[src/hw/mpb_pkg.sv]
package mpb_pkg;

  localparam int unsigned NUM_PINS = 8;
  localparam int unsigned CLK_HZ   = 20_000_000;

  // ----------------------------------------------------------------------
  // Register offsets on the internal control port
  // ----------------------------------------------------------------------
  localparam logic [7:0] REG_DIRECTION  = 8'h00;
  localparam logic [7:0] REG_INPUT      = 8'h01;
  localparam logic [7:0] REG_OUTPUT     = 8'h02;
  localparam logic [7:0] REG_DEBOUNCE   = 8'h03;
  localparam logic [7:0] REG_GLOBAL     = 8'h04;
  localparam logic [7:0] REG_OUT_CLEAR  = 8'h05;
  localparam logic [7:0] REG_OUT_SET    = 8'h06;
  localparam logic [7:0] REG_PULL_A     = 8'h07;
  localparam logic [7:0] REG_PULL_B     = 8'h08;
  localparam logic [7:0] REG_OPEN_DRAIN = 8'h09;
  localparam logic [7:0] REG_PAD_SEL_A  = 8'h0A;
  localparam logic [7:0] REG_PAD_SEL_B  = 8'h0B;
  localparam logic [7:0] REG_EDGE_A     = 8'h0C;
  localparam logic [7:0] REG_EDGE_B     = 8'h0D;
  localparam logic [7:0] REG_EVT_MASK   = 8'h0E;
  localparam logic [7:0] REG_SEC_PULL_A = 8'h10;
  localparam logic [7:0] REG_SEC_PULL_B = 8'h11;
  localparam logic [7:0] REG_SEC_OD     = 8'h12;

  // ----------------------------------------------------------------------
  // Field positions, masks and reset values
  // ----------------------------------------------------------------------
  localparam int unsigned GLOBAL_EN_BIT = 0;
  localparam int unsigned CLK_SEL_BIT   = 0;
  localparam logic [7:0]  SEC_CAPABLE   = 8'hF6;
  localparam logic [7:0]  SEC_IS_OUTPUT = 8'h76;
  localparam logic [7:0]  RST_ZERO      = 8'h00;
  localparam logic [7:0]  RST_GLOBAL    = 8'h01;
  localparam logic [7:0]  RST_MASK      = 8'hFF;

  // ----------------------------------------------------------------------
  // Timing
  // ----------------------------------------------------------------------
  localparam int unsigned DEBOUNCE_TIME_US = 1000;
  localparam int unsigned DEBOUNCE_CYCLES  = DEBOUNCE_TIME_US * (CLK_HZ / 1_000_000);
  localparam int unsigned SLOW_CLK_HZ      = 32_768;
  localparam int unsigned SYNC_CLK_HZ      = 2_200_000;
  localparam logic [8:0]  SLOW_HALF_CYC    = 9'(CLK_HZ / (2 * SLOW_CLK_HZ));
  localparam logic [2:0]  SYNC_HALF_CYC    = 3'(CLK_HZ / (2 * SYNC_CLK_HZ));

  typedef struct packed {
    logic       wr;
    logic       rd;
    logic [7:0] addr;
    logic [7:0] wdata;
  } mpb_req_t;

  typedef struct packed {
    logic [7:0] out;
    logic [7:0] oe;
    logic [7:0] pull_up;
    logic [7:0] pull_down;
  } mpb_pads_t;

  typedef struct packed {
    logic [7:0]  dir;
    logic [7:0]  dout;
    logic [7:0]  dben;
    logic [7:0]  gctl;
    logic [7:0]  pad_a;
    logic [7:0]  pad_b;
    logic [7:0]  pua;
    logic [7:0]  pdb;
    logic [7:0]  od;
    logic [7:0]  edge_r;
    logic [7:0]  edge_f;
    logic [7:0]  mask;
    logic [7:0]  spu;
    logic [7:0]  spd;
    logic [7:0]  sod;
    logic [7:0]  sync1;
    logic [7:0]  sync2;
    logic [7:0]  samp;
    logic [7:0]  filt;
    logic [7:0]  prev;
    logic [14:0] dbcnt;
    logic [8:0]  slow_cnt;
    logic        slow_clk;
    logic [2:0]  sync_cnt;
    logic        sync_clk;
    logic [7:0]  rdata;
    logic [7:0]  evt;
    logic        wake;
  } mpb_state_t;

endpackage : mpb_pkg

[src/hw/mpb_bank.sv]
`timescale 1ns/100ps
module mpb_bank #(
  parameter int unsigned DEBOUNCE_CYCLES = mpb_pkg::DEBOUNCE_CYCLES
) (
  input  wire logic              clk,
  input  wire logic              sys_rst,
  input  wire mpb_pkg::mpb_req_t reg_req,
  output logic [7:0]             reg_rdata,
  input  wire logic [7:0]        pad_in,
  output mpb_pkg::mpb_pads_t     pads,
  input  wire logic              io_supply_domain,
  input  wire logic              otp_sysen_en,
  input  wire logic              bus_power_detect_out,
  input  wire logic              seq_regulator_enable_second,
  input  wire logic              seq_system_enable_first,
  input  wire logic              seq_system_enable_second,
  input  wire logic              slow_clock_gate_en,
  output logic                   power_hold_input,
  output logic [7:0]             pin_event,
  output logic                   wake_event
);

  // ----------------------------------------------------------------------
  // Elaboration check
  // ----------------------------------------------------------------------
  if (DEBOUNCE_CYCLES < 1 || DEBOUNCE_CYCLES > 32768) begin : g_bad_debounce
    $error("DEBOUNCE_CYCLES must lie between 1 and 32768.");
  end

  localparam logic [14:0] DB_LAST = 15'(DEBOUNCE_CYCLES - 1);

  mpb_pkg::mpb_state_t s_q;
  mpb_pkg::mpb_state_t s_d;
  logic [7:0]          sec;
  logic [7:0]          sec_val;

  assign sec = s_q.pad_a & mpb_pkg::SEC_CAPABLE;

  // ----------------------------------------------------------------------
  // Secondary function values
  // ----------------------------------------------------------------------
  always_comb begin
    sec_val    = 8'h00;
    sec_val[1] = bus_power_detect_out;
    sec_val[2] = seq_regulator_enable_second;
    sec_val[4] = seq_system_enable_first & otp_sysen_en;
    sec_val[5] = s_q.pad_b[mpb_pkg::CLK_SEL_BIT] ? s_q.sync_clk
                 : (s_q.slow_clk & slow_clock_gate_en);
    sec_val[6] = seq_system_enable_second & otp_sysen_en;
  end

  // ----------------------------------------------------------------------
  // Pad drive
  // ----------------------------------------------------------------------
  // Open drain only ever pulls low, so the enable drops whenever a one is wanted.
  always_comb begin
    pads = '0;
    for (int i = 0; i < mpb_pkg::NUM_PINS; i++) begin
      if (sec[i]) begin
        pads.oe[i]        = mpb_pkg::SEC_IS_OUTPUT[i] & (~s_q.sod[i] | ~sec_val[i]);
        pads.out[i]       = sec_val[i] & ~s_q.sod[i];
        pads.pull_up[i]   = s_q.spu[i];
        pads.pull_down[i] = s_q.spd[i];
      end else begin
        pads.oe[i]        = s_q.dir[i] & (~s_q.od[i] | ~s_q.dout[i]);
        pads.out[i]       = s_q.dout[i] & ~s_q.od[i];
        pads.pull_up[i]   = s_q.pua[i];
        pads.pull_down[i] = s_q.pdb[i];
      end
    end
    if (!s_q.gctl[mpb_pkg::GLOBAL_EN_BIT]) begin
      pads.oe = 8'h00;
    end
    if (!io_supply_domain) begin
      pads.oe[4] = 1'b0;
      pads.oe[6] = 1'b0;
    end
  end

  assign power_hold_input = sec[7] & s_q.filt[7];
  assign pin_event        = s_q.evt;
  assign wake_event       = s_q.wake;
  assign reg_rdata        = s_q.rdata;

  // ----------------------------------------------------------------------
  // Next state
  // ----------------------------------------------------------------------
  always_comb begin
    logic       tick;
    logic [7:0] rise;
    logic [7:0] fall;
    logic [7:0] ev;
    tick  = 1'b0;
    rise  = 8'h00;
    fall  = 8'h00;
    ev    = 8'h00;
    s_d   = s_q;

    s_d.sync1 = pad_in;
    s_d.sync2 = s_q.sync1;

    // A shared tick keeps the filter to two bits per pin instead of a counter each.
    tick = (s_q.dbcnt == DB_LAST);
    s_d.dbcnt = tick ? 15'h0000 : s_q.dbcnt + 15'h0001;
    if (tick) begin
      s_d.samp = s_q.sync2;
    end
    for (int i = 0; i < mpb_pkg::NUM_PINS; i++) begin
      if (!s_q.dben[i]) begin
        s_d.filt[i] = s_q.sync2[i];
      end else if (tick && s_q.samp[i] == s_q.sync2[i]) begin
        s_d.filt[i] = s_q.sync2[i];
      end
    end

    s_d.prev = s_q.filt;
    rise     = s_q.filt & ~s_q.prev;
    fall     = ~s_q.filt & s_q.prev;
    ev       = ((rise & s_q.edge_r) | (fall & s_q.edge_f))
               & {8{s_q.gctl[mpb_pkg::GLOBAL_EN_BIT]}};
    // Masked pins must not wake the device either, or masking could not silence a source.
    s_d.evt  = ev & ~s_q.mask;
    s_d.wake = |s_d.evt;

    if (s_q.slow_cnt == mpb_pkg::SLOW_HALF_CYC - 9'h001) begin
      s_d.slow_cnt = 9'h000;
      s_d.slow_clk = ~s_q.slow_clk;
    end else begin
      s_d.slow_cnt = s_q.slow_cnt + 9'h001;
    end
    if (s_q.sync_cnt == mpb_pkg::SYNC_HALF_CYC - 3'h1) begin
      s_d.sync_cnt = 3'h0;
      s_d.sync_clk = ~s_q.sync_clk;
    end else begin
      s_d.sync_cnt = s_q.sync_cnt + 3'h1;
    end

    if (reg_req.wr) begin
      unique case (reg_req.addr)
        mpb_pkg::REG_DIRECTION:  s_d.dir    = reg_req.wdata;
        mpb_pkg::REG_OUTPUT:     s_d.dout   = reg_req.wdata;
        mpb_pkg::REG_DEBOUNCE:   s_d.dben   = reg_req.wdata;
        mpb_pkg::REG_GLOBAL:     s_d.gctl   = reg_req.wdata & mpb_pkg::RST_GLOBAL;
        mpb_pkg::REG_OUT_CLEAR:  s_d.dout   = s_q.dout & ~reg_req.wdata;
        mpb_pkg::REG_OUT_SET:    s_d.dout   = s_q.dout | reg_req.wdata;
        mpb_pkg::REG_PULL_A:     s_d.pua    = reg_req.wdata;
        mpb_pkg::REG_PULL_B:     s_d.pdb    = reg_req.wdata;
        mpb_pkg::REG_OPEN_DRAIN: s_d.od     = reg_req.wdata;
        mpb_pkg::REG_PAD_SEL_A:  s_d.pad_a  = reg_req.wdata;
        mpb_pkg::REG_PAD_SEL_B:  s_d.pad_b  = reg_req.wdata;
        mpb_pkg::REG_EDGE_A:     s_d.edge_r = reg_req.wdata;
        mpb_pkg::REG_EDGE_B:     s_d.edge_f = reg_req.wdata;
        mpb_pkg::REG_EVT_MASK:   s_d.mask   = reg_req.wdata;
        mpb_pkg::REG_SEC_PULL_A: s_d.spu    = reg_req.wdata;
        mpb_pkg::REG_SEC_PULL_B: s_d.spd    = reg_req.wdata;
        mpb_pkg::REG_SEC_OD:     s_d.sod    = reg_req.wdata;
        default: ;
      endcase
    end

    if (reg_req.rd) begin
      unique case (reg_req.addr)
        mpb_pkg::REG_DIRECTION:  s_d.rdata = s_q.dir;
        mpb_pkg::REG_INPUT:      s_d.rdata = s_q.filt & ~s_q.dir & ~sec;
        mpb_pkg::REG_OUTPUT:     s_d.rdata = s_q.dout;
        mpb_pkg::REG_DEBOUNCE:   s_d.rdata = s_q.dben;
        mpb_pkg::REG_GLOBAL:     s_d.rdata = s_q.gctl;
        mpb_pkg::REG_PULL_A:     s_d.rdata = s_q.pua;
        mpb_pkg::REG_PULL_B:     s_d.rdata = s_q.pdb;
        mpb_pkg::REG_OPEN_DRAIN: s_d.rdata = s_q.od;
        mpb_pkg::REG_PAD_SEL_A:  s_d.rdata = s_q.pad_a;
        mpb_pkg::REG_PAD_SEL_B:  s_d.rdata = s_q.pad_b;
        mpb_pkg::REG_EDGE_A:     s_d.rdata = s_q.edge_r;
        mpb_pkg::REG_EDGE_B:     s_d.rdata = s_q.edge_f;
        mpb_pkg::REG_EVT_MASK:   s_d.rdata = s_q.mask;
        mpb_pkg::REG_SEC_PULL_A: s_d.rdata = s_q.spu;
        mpb_pkg::REG_SEC_PULL_B: s_d.rdata = s_q.spd;
        mpb_pkg::REG_SEC_OD:     s_d.rdata = s_q.sod;
        default:                 s_d.rdata = 8'h00;
      endcase
    end
  end

  // ----------------------------------------------------------------------
  // State register
  // ----------------------------------------------------------------------
  always_ff @(posedge clk) begin
    if (sys_rst) begin
      s_q      <= '0;
      s_q.gctl <= mpb_pkg::RST_GLOBAL;
      s_q.mask <= mpb_pkg::RST_MASK;
    end else begin
      s_q <= s_d;
    end
  end
endmodule : mpb_bank

[config.mk]
export PLATFORM = sky130hd
export DESIGN_NAME = mpb_bank
export DESIGN_NICKNAME = d
export VERILOG_FILES = /design/src/hw/mpb_pkg.sv /design/src/hw/mpb_bank.sv
export SDC_FILE = /design/constraint.sdc
export NUM_CORES = 1
export LEC_CHECK = 0
export BUFFER_PORTS_ARGS = -buffer_cell sky130_fd_sc_hd__buf_2
export CORE_MARGIN = 4
export CORE_UTILIZATION = 64
export DETAILED_ROUTE_END_ITERATION = 10
export GPL_TIMING_DRIVEN = 0
export PLACE_DENSITY = 0.92
export SLEW_MARGIN = 10
export SYNTH_ARGS = -nofsm -noshare
export SYNTH_HDL_FRONTEND = slang
export SYNTH_SLANG_ARGS = --single-unit
[constraint.sdc]
create_clock -name clk -period 5.62 [get_ports clk]
set_input_delay 1.124 -clock clk [delete_from_list [all_inputs] [get_ports clk]]
set_output_delay 1.124 -clock clk [all_outputs]
set_load 0.02 [all_outputs]
[Word-level counts from Yosys, hierarchy flattened]
Index checks and enable logic that the tools add are counted.
Operators by class
  add/sub/neg operators: 3
  equal/unequal tests: 36
  mux-type cells: 46
  bitwise logic cells: 83
  reduce and logical (&&, ||, !) cells: 29
Operators by type and width (count)
  one-hot mux 8 bit (16 select lines): 1
  bitwise AND 8 bit: 9
  equality test 8 x 4 -> 1 bit (second input constant): 7
  inverter 8 bit: 6
  2-to-1 mux 1 bit: 43
  equality test 8 x 3 -> 1 bit (second input constant): 4
  AND reduction 2 bit: 15
  inverter 1 bit: 28
  bitwise AND 1 bit: 25
  equality test 8 x 5 -> 1 bit (second input constant): 3
  one-hot mux 8 bit (3 select lines): 1
  equality test 8 x 2 -> 1 bit (second input constant): 2
  inequality test 2 x 1 -> 1 bit (second input constant): 8
  OR 8 bit: 2
  adder 15 x 1 -> 15 bit (second input constant): 1
  equality test 15 bit (second input constant): 1
  OR 1 bit: 13
  adder 9 x 1 -> 9 bit (second input constant): 1
  equality test 9 bit (second input constant): 1
  equality test 1 bit: 8
  equality test 8 x 1 -> 1 bit (second input constant): 1
  logical AND 1 bit: 8
  logical NOT 8 bit: 1
  2-to-1 mux 8 bit: 1
  other kinds (5): 7
Word-level totals
  logic and storage cells: 232
  register bits: 199
  input port bits: 35
  output and inout port bits: 50

[Depth between registers and ports, before layout]
  depth in word-level cells: 7
  gate-level depth with buffers: 8
  mapped depth without buffers: 6

[Worst setup path before layout]
OpenSTA, ideal clock, no wires.
  path type: input -> output
  start point: input port slow_clock_gate_en
  end point: output port pads[21] (netlist name)
  slack: 2.836 ns
  data arrival time: 1.660 ns
  path buffers: 0
  cell stages on the path: 3
  data required time: 4.496 ns
  path through: nand2_1 > o21ai_0 > a31oi_1
RTL lines
  start: declaration: line mpb_bank.sv:17  | input wire logic slow_clock_gate_en,
  end: declaration: line mpb_bank.sv:10  | output mpb_pkg::mpb_pads_t pads,

==> summary.md <==
| Metric | Value |
|---|---|
| Outcome | `completed` |
| Initial DRC Count | `~1800` |
| Share of cells above drive strength 1 | `~16%` |
| Slew Viols, Final | `0` |
| Syn Nets | `about 1200` |
| Count of cell types in the netlist | `between 60 and 70` |
| Compound-cell area share of the yosys netlist | `between 10% and 20%` |
| Wire per inst | `~24 microns` |
| Number of synthesized flops with an enable pin | `0` |
| Max Root-Sink Buffers | `2` |
| Worst skew pair latency | `0.45 ns` |
| Final wirelength | `34300 microns` |
| Pwr Density | `278 mW/mm^2` |
| Residual DRC | `0` |
| Final Skew | `between 0.01 and 0.015 ns` |
| Number of diodes | `0` |
| Total congestion overflow | `0` |
| CTS tree | `built` |
| Rel. slew slack | `a little over a quarter` |
| Period utilisation layout | `between 60% and 70%` |
| Initial core utilization | `between 60% and 70%` |
| DR pass1 iterations | `9` |
| Routed vias | `about 9500` |
| Max Freq | `0.289 GHz` |
| Main combinational cell family by area after synthesis | `simple AND/OR/NAND/NOR gates` |
| Synthesis-to-layout area growth | `13.5%` |
| Sum of negative setup slack | `0 ns` |
| Clock power share | `45.1%` |
| Clock buffer count from CTS | `17` |
| Post-synth top flop | `dfxtp_1` |
| Switch share | `~28%` |
| Net Switching | `0.816 mW` |
| Critical path required time | `4.50 ns` |
| Placed Cells | `approximately 1400` |
| Worst slew pin tran | `1.10 ns` |
| # setup viols final | `0` |
| Multi-input gate area | `between 0.004 and 0.005 sq mm` |
| Chip Height | `~130 microns` |
| P_int | `about 2.1 mW` |
| Fillers | `around 1100` |
| Post-detailed-route count of antenna-violating nets | `0` |
| FF+latch area | `between 0.003 and 0.004 sq mm` |
| Vias in the first global route | `8900` |
| Max Cap Viol | `0` |
| Leakage | `between 3 and 4 nW` |
| Crit Path Class | `reg -> out` |
| H-tree depth | `4` |
| Simple-gate portion of the synthesized area | `a little under a quarter` |
| Syn Area/Cell | `8.38 sq um` |
| Largest net degree at the start of global routing | `23` |
| RSZ-0062 raised after global routing | `no` |
| Fin crit period | `3.46 ns` |
| IO Count | `85` |
| Peak supply drop | `about 250 uV` |
| Postcts setup bufs | `0` |
| Critical path fanouts, max | `10` |
| Reg clk slew, reported paths | `0.09 ns` |
| CP Launch Type | `flop` |
| Die Span X | `approximately 130 microns` |
| Hold Buf Count CTS | `0` |
| Seq pwr share | `48.7%` |
| Hold crit path type | `reg -> reg` |
| Count of buffers from port buffering | `80` |
| Fin nets | `1251` |
| Post-synthesis instance total | `1112` |
| CTS Root Cell | `clkbuf_16` |
| Die ar. | `around 0.017 sq mm` |
| Endpoint class of the critical path | `primary output` |
| Synth Warn # | `0` |
| Xor/xnor cell area share of the yosys netlist | `under 10%` |
| Flops & latches, synth | `199` |
| Sequential fraction of the synthesis area | `a little over two fifths` |
| Row cnt | `between 40 and 50` |
| Final Hold Viols | `0` |
| Initial antenna violation count | `1` |
| Async SR Flop Fraction | `0%` |
| WP data arrival | `about 2.3 ns` |
| Core footprint | `0.0141 sq mm` |
| RD Place Congestion | `between 1 and 1.5` |
| Adder-Cell Fraction of Synth Area | `less than 1%` |
| Dpl hpwl | `roughly 24000 microns` |
| Gr usage total | `between 40% and 50%` |
| CTS resizes | `0` |
| Sink Count | `199` |
| Vias per Instance | `~6.8` |
| Synth Cell Area | `just over 0.009 sq mm` |
| Combinational power share | `under 10%` |
| Global-route wire length before repair | `between 50000 and 60000 microns` |
| Non-Filler Instances | `roughly 1400` |
| Mux cell area share after synthesis | `slightly below 9%` |
==> through the flow <==
| step | worst slack (ns) | util [%] | instance area [sq um] | power, mW | hold WS [ns] |
|---|---|---|---|---|---|
| 6_report | 2.16 | 75.1 | 10600 | 2.94 | 0.444 |
| 4_1_cts | 2.25 | 75.1 | 10600 | 2.92 | 0.441 |
| 2_1_floorplan | 2.84 | - | 9320 | 1.56 | 0.404 |
| 5_1_grt | 2.03 | 75.1 | 10600 | 2.99 | 0.455 |
| 3_5_place_dp | 2.09 | 70.6 | 9950 | 1.64 | 0.427 |
| 3_3_place_gp | 2.16 | 70.6 | 9950 | 1.63 | 0.417 |
==> Yosys cell counts (all sizes together) (6+ instances only) <==
cell type	number	share of area [%]
dfxtp	199	43
nand2	136	5.5
nor2	120	4.9
a21oi	102	5.5
nand3	59	3.3
mux2i	53	5.7
o21ai	53	2.8
clkbuf	50	2.0
buf	49	3.2
nor2b	39	2.6
mux2	22	2.7
inv	18	0.72
nand2b	14	0.94
o22ai	12	0.81
nand3b	11	0.89
xnor2	11	1.0
xor2	11	1.0
a22oi	10	0.81
nor3	10	0.64
nor4	10	0.83
nand4	9	0.60
a211o	8	0.75
a32oi	8	0.75
and2	7	0.47
a31oi	6	0.40
and3	6	0.40
==> flip-flops by register name (all words and copies together) (netlist names) <==
register	cells
s_q	162
s_d	16
pin_event	8
reg_rdata	8
pads	4
wake_event	1
==> area by class of cell <==
cell class	instances	share of cell area (%)
Timing Repair Buffer	80	3.78
Sequential cell	199	37.6
Clock buffer	17	4.02
Inverter	18	0.638
Multi-Input combinational cell	796	45.2
Buffer	99	4.62
Clock inverter	15	1.99
Tap cell	180	2.13
==> path summary, 6_finish.rpt <==
check           start  depth (start not counted)  endpoint  slack (ns)
max reg2reg   s_q[31]                          7   s_q[69]        3.34
min reg2reg   s_d[74]                          1   s_q[74]        0.44
max          s_q[174]                          5  pads[21]        2.16
min           s_d[74]                          1   s_q[74]        0.44
==> cells by family after synthesis <==
family | count (synthesis)
buffers and inverters | 117
adders and majority gates | 5
AOI/OAI and AO/OA | 241
and+or+nand+nor | 451
DFF | 199
xor gates and xnor gates | 22
muxes | 77
==> power groups by stage <==
stage | Combinational, mW | Sequential [mW] | Clock [mW]
6_report | 0.182 | 1.43 | 1.33
5_1_grt | 0.187 | 1.44 | 1.37
4_1_cts | 0.171 | 1.43 | 1.31
3_5_place_dp | 0.170 | 1.47 | 0
3_3_place_gp | 0.169 | 1.47 | 0
2_1_floorplan | 0.0947 | 1.46 | 0
==> critical path, cell delays in order (launching register included) <==
cell and delay [ns]:
dfxtp_1 0.32, clkbuf_1 0.34, clkbuf_1 0.65, o21ai_0 0.21, a31oi_1 0.18, buf_2 0.19
==> placed cells by master (no fill, tap or decap), types with 12 or more instances in the layout <==
master	instances
clkbuf_1	50
mux2i_1	53
nand3_1	57
inv_1	18
buf_4	24
o22ai_1	12
nand2_1	136
o21ai_0	53
a21oi_1	101
nor2b_1	39
nand2b_1	14
mux2_2	22
dfxtp_1	199
nor2_1	117
clkbuf_16	17
buf_2	102
==> routing by layer <==
layer | wire (microns) | global-route usage [%] | vias up
li1 | - | - | 4085
met1 | 12600 | 54.4 | 4364
met2 | 14500 | 63.0 | 859
met3 | 4860 | 10.3 | 196
met4 | 2350 | 22.2 | 0
met5 | 0 | 0 | -
No activity file was read; power rests on OpenSTA's default activity.
